### src/logic/fan_pwm_pkg.sv
package fan_pwm_pkg;

   localparam int unsigned CLK_HZ            = 125_000_000;
   localparam int unsigned CLK_PERIOD_NS     = 8;
   localparam int unsigned PWM_FREQ_HZ       = 30;
   localparam int unsigned PWM_PERIOD_CYCLES = CLK_HZ / PWM_FREQ_HZ;
   localparam int unsigned DUTY_W            = 8;
   localparam int unsigned DUTY_STEPS        = 256;
   localparam int unsigned PRESC_W           = 24;
   localparam int unsigned PCNT_W            = 6;
   localparam int unsigned BLANK_W           = 8;

   // interval lengths, stored as last period index
   localparam logic [PCNT_W-1:0] START_LAST = 6'h1f;
   localparam logic [PCNT_W-1:0] MISS_LAST  = 6'h1f;
   localparam logic [PCNT_W-1:0] DIAG_LAST  = 6'h02;

   localparam int unsigned BLANK_TIME_NS = 2000;
   localparam int unsigned BLANK_CYCLES  =
      (BLANK_TIME_NS + CLK_PERIOD_NS - 1) / CLK_PERIOD_NS;

   localparam logic               DRIVE_RST   = 1'b0;
   localparam logic               FAULT_N_RST = 1'b1;
   localparam logic [DUTY_W-1:0]  DUTY_RST    = 8'h00;
   localparam logic [PRESC_W-1:0] PRESC_RST   = 24'h000000;
   localparam logic [PCNT_W-1:0]  PCNT_RST    = 6'h00;
   localparam logic [BLANK_W-1:0] BLANK_RST   = 8'h00;

   typedef enum logic [2:0] {
      ST_OFF     = 3'b000,
      ST_START1  = 3'b001,
      ST_START2  = 3'b011,
      ST_RUN     = 3'b010,
      ST_DIAG    = 3'b110,
      ST_RESTART = 3'b111,
      ST_FAULT   = 3'b101
   } fan_state_t;

   typedef struct packed {
      logic shutdown;
      logic release_ok;
      logic sense;
   } pin_sample_t;

   typedef struct packed {
      logic [DUTY_W-1:0] temp;
      logic [DUTY_W-1:0] min_speed;
   } level_pair_t;

endpackage

### src/logic/fan_pwm_supervisor.sv
// Summary of operation
// RL1: run loop exits only by shutdown or missing-pulse timeout
// RL2: per-period loop, period counter cleared by a valid pulse or a state change
// RL3: shutdown zeroes drive, fault inactive, leaves loop
// RL4: after shutdown wait release, then power-up restart
// RL5: run duty follows larger of two levels
// RL6: valid pulse restarts missing-pulse counting
// RL7: missing-pulse timeout after thirty-two periods
// RL8: timeout starts three-period diagnostic interval
// RL9: drive held on through diagnostic interval
// RL10: no pulse: thirty-two-period start-up; pulse returns
// RL11: start-up without pulse enters fan fault
// RL12: fault holds fault low, drive off
// RL13: fault persists until shutdown-release or power cycle
// RL14: shutdown then release leaves fault to power-up
// RL15: power-up drives fan on thirty-two periods
// RL16: repeat start interval once, then fault
// RL17: blank sense pulses caused by drive turn-on
// RL18: fault output inactive whenever shutdown requested
// RL19: level and control inputs synchronised before use
// RL20: shutdown overrides all states, clears timers
`timescale 1ns/1ps
module fan_pwm_supervisor
   import fan_pwm_pkg::*;
#(
   parameter int unsigned PWM_PERIOD = PWM_PERIOD_CYCLES
)(
   input  wire logic              ref_clk,
   input  wire logic              nrst,
   input  wire logic              shutdown_req,
   input  wire logic              release_ok,
   input  wire logic              sense_pulse,
   input  wire logic [DUTY_W-1:0] temp_level,
   input  wire logic [DUTY_W-1:0] min_speed_level,
   output logic                   fan_drive_out,
   output logic                   fault_n
);

   // period must be at least DUTY_STEPS cycles
   localparam logic [PRESC_W-1:0] STEP_LAST =
      PRESC_W'(PWM_PERIOD / DUTY_STEPS - 1);
   localparam logic [BLANK_W-1:0] BLANK_LOAD = BLANK_W'(BLANK_CYCLES);
   localparam logic [DUTY_W-1:0]  PHASE_LAST = 8'hff;

   pin_sample_t       sync1_q, sync2_q;
   level_pair_t       lvl1_q, lvl2_q;
   logic              sense_dly_q;
   fan_state_t        state_q, state_d;
   logic [PRESC_W-1:0] presc_q, presc_d;
   logic [DUTY_W-1:0] phase_q, phase_d;
   logic [DUTY_W-1:0] duty_q, duty_d;
   logic [PCNT_W-1:0] pcnt_q, pcnt_d;
   logic [BLANK_W-1:0] blank_q, blank_d;
   logic              drive_q, drive_d;
   logic              fault_n_q, fault_n_d;
   logic              sd;
   logic              step_en;
   logic              period_end;
   logic              pulse_seen;

   // levels are multi-bit; a torn sample lasts one cycle and only
   // matters when latched at a period end or on leaving shutdown, accepted as harmless
   always_ff @(posedge ref_clk) begin
      if (!nrst) begin
         sync1_q     <= '0;
         sync2_q     <= '0;
         lvl1_q      <= '0;
         lvl2_q      <= '0;
         sense_dly_q <= 1'b0;
      end else begin
         sync1_q     <= {shutdown_req, release_ok, sense_pulse}; // [RL19]
         sync2_q     <= sync1_q;
         lvl1_q      <= {temp_level, min_speed_level}; // [RL19]
         lvl2_q      <= lvl1_q;
         sense_dly_q <= sync2_q.sense;
      end
   end

   always_comb begin
      sd         = sync2_q.shutdown;
      step_en    = (presc_q == STEP_LAST);
      period_end = step_en && (phase_q == PHASE_LAST);
      // only edges outside the turn-on blanking window count
      pulse_seen = sync2_q.sense && !sense_dly_q
                   && (blank_q == BLANK_RST); // [RL17]

      state_d = state_q;
      unique case (state_q)
         ST_OFF: begin
            if (sync2_q.release_ok) begin
               state_d = ST_START1; // [RL4] [RL14]
            end
         end
         ST_START1: begin
            if (pulse_seen) begin
               state_d = ST_RUN;
            end else if (period_end && pcnt_q == START_LAST) begin
               state_d = ST_START2; // [RL16]
            end
         end
         ST_START2: begin
            if (pulse_seen) begin
               state_d = ST_RUN;
            end else if (period_end && pcnt_q == START_LAST) begin
               state_d = ST_FAULT; // [RL16]
            end
         end
         ST_RUN: begin
            // besides the shutdown override below, only the missing-pulse path leaves the loop
            if (!pulse_seen && period_end && pcnt_q == MISS_LAST) begin
               state_d = ST_DIAG; // [RL1] [RL7] [RL8]
            end
         end
         ST_DIAG: begin
            if (pulse_seen) begin
               state_d = ST_RUN; // [RL10]
            end else if (period_end && pcnt_q == DIAG_LAST) begin
               state_d = ST_RESTART; // [RL10]
            end
         end
         ST_RESTART: begin
            if (pulse_seen) begin
               state_d = ST_RUN; // [RL10]
            end else if (period_end && pcnt_q == START_LAST) begin
               state_d = ST_FAULT; // [RL11]
            end
         end
         ST_FAULT: begin
            state_d = ST_FAULT; // [RL13]
         end
         default: begin
            state_d = ST_OFF;
         end
      endcase
      if (sd) begin
         state_d = ST_OFF; // [RL3] [RL20]
      end

      // time base, frozen and cleared in shutdown
      if (state_d == ST_OFF) begin
         presc_d = PRESC_RST; // [RL20]
         phase_d = DUTY_RST;
      end else if (step_en) begin
         presc_d = PRESC_RST;
         phase_d = phase_q + 8'h01;
      end else begin
         presc_d = presc_q + 24'h000001;
         phase_d = phase_q;
      end

      if (state_d == ST_OFF) begin
         duty_d = DUTY_RST;
      end else if (period_end || state_q == ST_OFF) begin
         duty_d = (lvl2_q.temp > lvl2_q.min_speed) ? lvl2_q.temp
                                                   : lvl2_q.min_speed; // [RL5]
      end else begin
         duty_d = duty_q;
      end

      if (state_d != state_q || (state_q == ST_RUN && pulse_seen)) begin
         pcnt_d = PCNT_RST; // [RL2] [RL6]
      end else if (period_end) begin
         pcnt_d = pcnt_q + 6'h01;
      end else begin
         pcnt_d = pcnt_q;
      end

      unique case (state_d)
         ST_OFF:     drive_d = 1'b0; // [RL3]
         ST_FAULT:   drive_d = 1'b0; // [RL12]
         ST_RUN:     drive_d = (phase_d < duty_d); // [RL5]
         ST_DIAG:    drive_d = 1'b1; // [RL9]
         ST_START1,
         ST_START2,
         ST_RESTART: drive_d = 1'b1; // [RL15]
         default:    drive_d = 1'b0;
      endcase

      if (drive_d && !drive_q) begin
         blank_d = BLANK_LOAD; // [RL17]
      end else if (blank_q != BLANK_RST) begin
         blank_d = blank_q - 8'h01;
      end else begin
         blank_d = blank_q;
      end

      fault_n_d = sd || (state_d != ST_FAULT); // [RL12] [RL18]
   end

   always_ff @(posedge ref_clk) begin
      if (!nrst) begin
         state_q   <= ST_OFF;
         presc_q   <= PRESC_RST;
         phase_q   <= DUTY_RST;
         duty_q    <= DUTY_RST;
         pcnt_q    <= PCNT_RST;
         blank_q   <= BLANK_RST;
         drive_q   <= DRIVE_RST;
         fault_n_q <= FAULT_N_RST;
      end else begin
         state_q   <= state_d;
         presc_q   <= presc_d;
         phase_q   <= phase_d;
         duty_q    <= duty_d;
         pcnt_q    <= pcnt_d;
         blank_q   <= blank_d;
         drive_q   <= drive_d;
         fault_n_q <= fault_n_d;
      end
   end

   assign fan_drive_out = drive_q;
   assign fault_n       = fault_n_q;
endmodule

### config.mk
export PLATFORM = sky130hd
export DESIGN_NAME = fan_pwm_supervisor
export DESIGN_NICKNAME = d
export VERILOG_FILES = /design/src/logic/fan_pwm_pkg.sv /design/src/logic/fan_pwm_supervisor.sv
export SDC_FILE = /design/constraint.sdc
export NUM_CORES = 1
export LEC_CHECK = 0
export ABC_AREA = 1
export BUFFER_PORTS_ARGS = -buffer_cell sky130_fd_sc_hd__buf_2
export CAP_MARGIN = 30
export CORE_ASPECT_RATIO = 0.6
export CORE_MARGIN = 1
export CORE_UTILIZATION = 63
export CTS_BUF_LIST = sky130_fd_sc_hd__clkbuf_8
export CTS_CLUSTER_SIZE = 16
export DETAILED_ROUTE_END_ITERATION = 16
export PLACE_DENSITY = 0.87
export SYNTH_ARGS = -nofsm -noshare
export SYNTH_HDL_FRONTEND = slang
export SYNTH_SLANG_ARGS = --single-unit
export TNS_END_PERCENT = 10
### constraint.sdc
create_clock -name ref_clk -period 3.6 [get_ports ref_clk]
set_clock_uncertainty 0.1 [all_clocks]
set_input_delay 0.72 -clock ref_clk [delete_from_list [all_inputs] [get_ports ref_clk]]
set_output_delay 0.72 -clock ref_clk [all_outputs]
set_load 0.03 [all_outputs]
==> results_dict.tcl, run 1 <==
set metrics [dict create \
    drt-wirelength-per-cell_um 12.19 \
    die_height_um 68.52 \
    syn-instance-count 622 \
    fin_setup_tns_ns 0 \
    post_synth.cell_area_avg_um2 7.469 \
    antenna_found_initial 0 \
    portBuffers 22 \
    slew_viol_final 0 \
    synth_xor_area_share_pct 4.148 \
    whs_path_depth 2 \
    synth_top_family_by_area "simple AND/OR/NAND/NOR gates" \
    r2r-end "blank_q[7]" \
    min_path_type "reg -> reg" \
    drt_pass1_iterations 5 \
    holdBufCountCts 0 \
    reg2reg_slack_ns 0.30 \
    seq_area_frac_synth_pct 42.23 \
    synthAdderAreaFrac_pct 5.656 \
    total_leakage_power_nw 2.383 \
    antenna_left 0 \
    die_w_um 112.9 \
    place_ws_ns 0.2545 \
    htreeDepth 3 \
    cellPowerDensity_mw_per_mm2 455.0 \
    ff2ff_path_depth 18 \
    core_area_mm2 0.006907 \
    final_net_count 688 \
    period_share_pct 91.59 \
    seqPwrFrac_pct 52.0 \
    vias_per_cell 5.160 \
    comb_power_share_pct 17.7 \
    clockBufferDepth 2 \
    cts_buffers 9 \
    path_clk_slew_ns 0.10 \
    hold_start "lvl1_q[1]" \
    final-setup-viol-count 0 \
    cts.sinks 98 \
    rsz0062_at_grt "false" \
    syn_area_mm2 0.004646 \
    final_cell_area_mm2 0.005030 \
    area_growth_pct 8.268 \
    maxCapViolCount 0 \
    drt_wl_total_mm 8.997 \
    swShare_pct 31.56 \
    slew_headroom_pct 61.42 \
    grt_usage_pct 26.28 \
    yosysUniqueCellTypes 42 \
    fp-row-count 23 \
    die_area_mm2 0.007733 \
    grt_pass1_vias 3461 \
    muxShareOfSynthArea_pct 0 \
    drc 0 \
    routed-via-count 3808 \
    busiest_layer "met2" \
    grt_overflow 0 \
    synth_seq_cells 98 \
    reg2reg_from "lvl2_q[1]" \
    clkLatencyLatePin_ns 0.38 \
    grt_pass1_wl_mm 15.55 \
    setup_slack_ns 0.3029 \
    synth-simple-area-share_pct 32.80 \
    fin_util_pct 72.83 \
    hold_viol 0 \
    cts_root_buffer "clkbuf_8" \
    p_switching_uw 722.3 \
    grt_max_degree 44 \
    crit_path_start_kind "flip-flop" \
    drt_iter0_drc 297 \
    crit_type "reg -> reg" \
    hold-path-endpoint "lvl2_q[1]" \
    worst_ep_required_time_ns 3.81 \
    cp_max_fo 9 \
    grtUsageMet2_pct 42.52 \
    synth_nets 664 \
    use_met1_pct 34.14 \
    layout_min_cycle_time_ns 3.297 \
    ys_warn_count 0 \
    status "complete, no violations" \
    gp_congestion 0.9010 \
    drive_gt1_share_pct 12.60 \
    place_area_mm2 0.004827 \
    p_int_mw 1.566 \
    grtUsageMet3_pct 7.605 \
    worst_pin_slew_ns 0.5734 \
    max_freq_mhz 303.3 \
    clockPowerShare_pct 30.3 \
    start_util_pct 67.26 \
    antenna_cells 0 \
    synth_compound_area_share_pct 5.009 \
    io_pins 23 \
    hpwl_mm 6.730 \
    tritoncts "yes" \
    cp-end-kind "flip-flop" \
    ir_worst_vdd_mv 0.2936 \
    arrival_ns 3.51 \
]
==> synth_stat cells, drive strengths merged <==
library cell    n  area, um^2
a211oi          1       7.510
a21oi          22       110.1
a31oi           7       43.79
a32oi           1       8.760
and3            2       12.51
buf             4       22.52
clkbuf          6       22.52
clkinv          1       3.750
dfxtp          98        1962
ha             21       262.8
inv           112       422.9
nand2         143       580.6
nand3          26       165.2
nand3b          2       15.01
nand4          10       68.81
nor2           95       391.6
nor3           17       105.1
nor3b          12       95.09
nor4            7       62.56
nor4b           1       8.760
o21a            2       15.01
o21ai           5       25.02
o21bai          1       7.510
o221ai          1       15.01
or2             3       18.77
xnor2           7       61.31
xor2           15       131.4
==> how the worst max path moves through the flow <==
stage	start	to	slack [ns]
floorplan	phase_q[0]	blank_q[2]	0.61
global placement	presc_q[0]	blank_q[2]	0.48
detailed placement	phase_q[0]	blank_q[2]	0.25
CTS	phase_q[0]	blank_q[7]	0.23
global route	lvl2_q[1]	blank_q[5]	0.02
finish	lvl2_q[1]	blank_q[7]	0.30
==> power by group through the flow <==
stage	clock, mW	sequential [mW]	combinational (mW)
finish	0.694	1.19	0.404
global route	0.765	1.20	0.455
CTS	0.708	1.19	0.395
detailed placement	0	1.21	0.393
global placement	0	1.21	0.360
floorplan	0	1.20	0.302
==> cells by family after synthesis <==
| logic type | Yosys count |
|---|---|
| and+or+nand+nor | 318 |
| AOI/OAI and AO/OA | 40 |
| adders and majority gates | 21 |
| DFF | 98 |
| buffers and inverters | 123 |
| xor gates and xnor gates | 22 |
==> through the flow <==
| stage | instances | hold WS [ns] | total power, mW |
|---|---|---|---|
| after floorplan | 622 | 0.2905 | 1.505 |
| after global placement | 722 | 0.2926 | 1.570 |
| after detailed placement | 722 | 0.2989 | 1.608 |
| after CTS | 738 | 0.3228 | 2.292 |
| after global routing | 738 | 0.3413 | 2.417 |
| final | 738 | 0.3196 | 2.289 |
==> state kept, by name (all words and copies together) (netlist names) <==
register       count
state_q            3
lvl1_q            16
presc_q           24
blank_q            8
sync1_q            3
sd                 1
fault_n            1
pcnt_q             6
sense_dly_q        1
lvl2_q            16
fan_drive_out      1
sync2_q            2
duty_q             8
phase_q            8
==> worst max-delay path, cell delays in order, from the launching register on <==
cell and delay, ns:
dfxtp_1 0.36, inv_1 0.06, ha_1 0.31, a21oi_1 0.16, o21ai_0 0.11, nand2_1 0.08, nand2_1 0.18, nand2_1 0.30
nand2_1 0.09, a31oi_1 0.20, nand2_1 0.11, ha_1 0.30, a21oi_1 0.13, nor2_1 0.06, a211oi_1 0.23, nand3_2 0.13
nand2_2 0.10, nand2_4 0.08, a21oi_1 0.14
==> cell usage in the layout, fill, tap and decap left out, types with 3 or more instances in the layout <==
master,count
a21oi_1,22
a31oi_1,7
buf_2,22
clkbuf_8,9
dfxtp_1,98
ha_1,21
inv_1,103
inv_2,8
inv_8,3
nand2_1,135
nand2_2,4
nand2_4,3
nand3_1,22
nand4_1,9
nor2_1,85
nor2_2,8
nor3_1,13
nor3_2,3
nor3b_1,11
nor4_1,4
nor4_2,3
o21ai_0,5
xnor2_1,7
xor2_1,15
==> area by class of cell <==
cell class / count / area (um^2)
clock buffers: 9 / 123.9
clock inverters: 7 / 67.56
fillers: 523 / 1877
inverters: 113 / 426.7
multi-input cells: 401 / 2223
flip-flops and latches: 98 / 1962
well taps: 87 / 108.9
repair buffers: 23 / 117.6
==> metal layers <==
metal  part of all wire (%)  up-vias
met5                      0        -
met4                    1.5        0
met3                    5.1       16
met2                     44       93
met1                     50     1724
li1                       -     1975
==> timing repair <==
| item | 4_1_cts | 5_1_grt |
|---|---|---|
| buffers inserted | 0 | 0 |
| gates resized for setup | 0 | 3 |
| endpoints found under the setup margin | 0 | 8 |
Power figures use the tool's default switching activity.
==> inputs of run 2 (changes only) <==
PLACE_DENSITY = 0.81   (was 0.87)
==> results_dict.tcl, run 2 (synthesized netlist as in run 1, its figures left out) <==
set metrics [dict create \
    reg2reg_from "phase_q[0]" \
    slew_viol_final 0 \
    fp-row-count 23 \
    whs_path_depth 2 \
    path_clk_slew_ns 0.10 \
    drc 0 \
    crit_end "blank_q[1]" \
    fin_util_pct 73.03 \
    clockPowerShare_pct 30.2 \
    maxCapViolCount 0 \
    grt_overflow 0 \
    rsz0062_at_grt "false" \
    max_freq_mhz 311.5 \
    status "complete, no violations" \
    routed-via-count 3713 \
    power_mw 2.258 \
    antenna_left 0 \
    cts.sinks 98 \
    gp_congestion 0.8573 \
    final-setup-viol-count 0 \
    io_pins 23 \
    post_cts_buffers 0 \
    seqPwrFrac_pct 52.7 \
    period_share_pct 89.17 \
    cp_cell_sequence "ha_1 > nand3_1 > nor3_4 > inv_1 > nor2_4 > nand3_1 > nand2_1 > nand3_2 > nand2_2 > nand2_4 > inv_2 > nor2_1 > ha_1 > a21oi_1 > nor2_1 > a211oi_2 > nand3_2 > nand2_2 > nand2_4 > a21oi_1" \
    area_growth_pct 8.565 \
    core_area_mm2 0.006907 \
    drt_wl_total_mm 8.713 \
    critPathMaxStageDelay_ns 0.39 \
    final_net_count 689 \
    clkLatencyLatePin_ns 0.36 \
    worst_pin_slew_ns 0.4701 \
    r2r-end "blank_q[1]" \
    p_int_mw 1.578 \
    hpwl_mm 6.587 \
    clockBufferDepth 2 \
    grt_pass1_vias 3346 \
    cellPowerDensity_mw_per_mm2 447.6 \
    die_w_um 112.9 \
    top_regs "presc_q: 24 flops, lvl1_q: 16 flops, lvl2_q: 16 flops" \
    startpoint "phase_q[0]" \
    min_path_type "reg -> reg" \
    antenna_cells 0 \
    final_common_cell "nand2_1" \
    slew_headroom_pct 68.37 \
    p_switching_uw 679.5 \
    drt_pass1_iterations 4 \
    swShare_pct 30.10 \
    total_leakage_power_nw 2.386 \
    final_cell_area_mm2 0.005044 \
    portBuffers 22 \
    place_area_mm2 0.004835 \
    start_util_pct 67.26 \
    cts_buffers 9 \
    ir_worst_vdd_mv 0.3297 \
    drive_gt1_share_pct 12.88 \
    tritoncts "yes" \
    antenna_found_initial 0 \
    cp_max_fo 11 \
    drt-wirelength-per-cell_um 11.79 \
    layout_min_cycle_time_ns 3.210 \
    layout_common_cells "135 x nand2_1, 103 x inv_1, 98 x dfxtp_1" \
    crit_path_start_kind "flip-flop" \
    die_area_mm2 0.007733 \
    largest_register_ffs 24 \
    crit_slowest_cell "dfxtp_1" \
    arrival_ns 3.40 \
    fin_setup_tns_ns 0 \
    grt_usage_pct 24.66 \
    worst_ep_required_time_ns 3.79 \
    crit_type "reg -> reg" \
    drt_iter0_drc 249 \
    cp-end-kind "flip-flop" \
    ff2ff_path_depth 20 \
    vias_per_cell 5.024 \
    regMostFlops "presc_q" \
    htreeDepth 3 \
    grt_max_degree 44 \
    die_height_um 68.52 \
    holdBufCountCts 0 \
    nFillCells 530 \
    cts_root_buffer "clkbuf_8" \
    reg2reg_slack_ns 0.39 \
    grt_pass1_wl_mm 14.74 \
    hold_viol 0 \
    comb_power_share_pct 17.1 \
]
## run 2: cell types whose count changed in the layout (fill, tap and decap cells not counted)
| cell | previous run | this run |
|---|---|---|
| a211oi_1 | 1 | 0 |
| a211oi_2 | 0 | 1 |
| buf_4 | 1 | 2 |
| clkbuf_8 | 9 | 10 |
| clkinv_4 | 1 | 0 |
| clkinvlp_4 | 1 | 2 |
| inv_8 | 3 | 2 |
## run 2: cell type report
type	instances	area, um^2	area share, %
multi-input cells	401	2228	44.18
clock inverters	6	55.05	1.092
well taps	87	108.9	2.158
flip-flops and latches	98	1962	38.90
clock buffers	10	137.6	2.729
repair buffers	24	125.1	2.481
inverters	113	426.7	8.459
## run 2: worst min path at each step
stage | startpoint | endpoint | slack [ns]
after floorplan | lvl1_q[0] | lvl2_q[0] | 0.29
after global placement | lvl1_q[12] | lvl2_q[12] | 0.29
after detailed placement | lvl1_q[12] | lvl2_q[12] | 0.30
after CTS | lvl1_q[12] | lvl2_q[12] | 0.32
after global routing | lvl1_q[12] | lvl2_q[12] | 0.33
final | lvl1_q[12] | lvl2_q[12] | 0.32
## run 2: repair_timing
action / 4_1_cts / 5_1_grt
resized for setup: 0 / 4
hold endpoints to repair: 0 / 0
setup endpoints to repair: 0 / 9
## run 2: critical path, delay by kind of cell, from the launching register on
family	cells	cell delay [ns]
AND/OR/NAND/NOR	13	1.39
adder cells (fa/ha/maj)	2	0.52
AO/OA/AOI/OAI	3	0.47
flip-flops	1	0.39
buffers and inverters	2	0.24
## run 2: power groups by stage
stage          sequential (mW)  clock (mW)  combinational (mW)
2_1_floorplan             1.20           0               0.302
3_3_place_gp              1.21           0               0.367
3_5_place_dp              1.21           0               0.377
4_1_cts                   1.19       0.699               0.380
5_1_grt                   1.20       0.746               0.437
6_report                  1.19       0.682               0.386
## run 2: layer usage
metal	GRT usage, %	wire, um
met5	0	0
met4	8.553	57
met3	6.643	438
met2	40.35	3807
met1	32.20	4410
## run 2: per-stage QoR
stage,hold slack (ns),setup WS [ns],instances
after global placement,0.2934,0.4547,723
after floorplan,0.2905,0.6127,622
after global routing,0.3337,0.09916,739
after CTS,0.3192,0.1880,739
final,0.3190,0.3900,739
after detailed placement,0.2954,0.2475,723
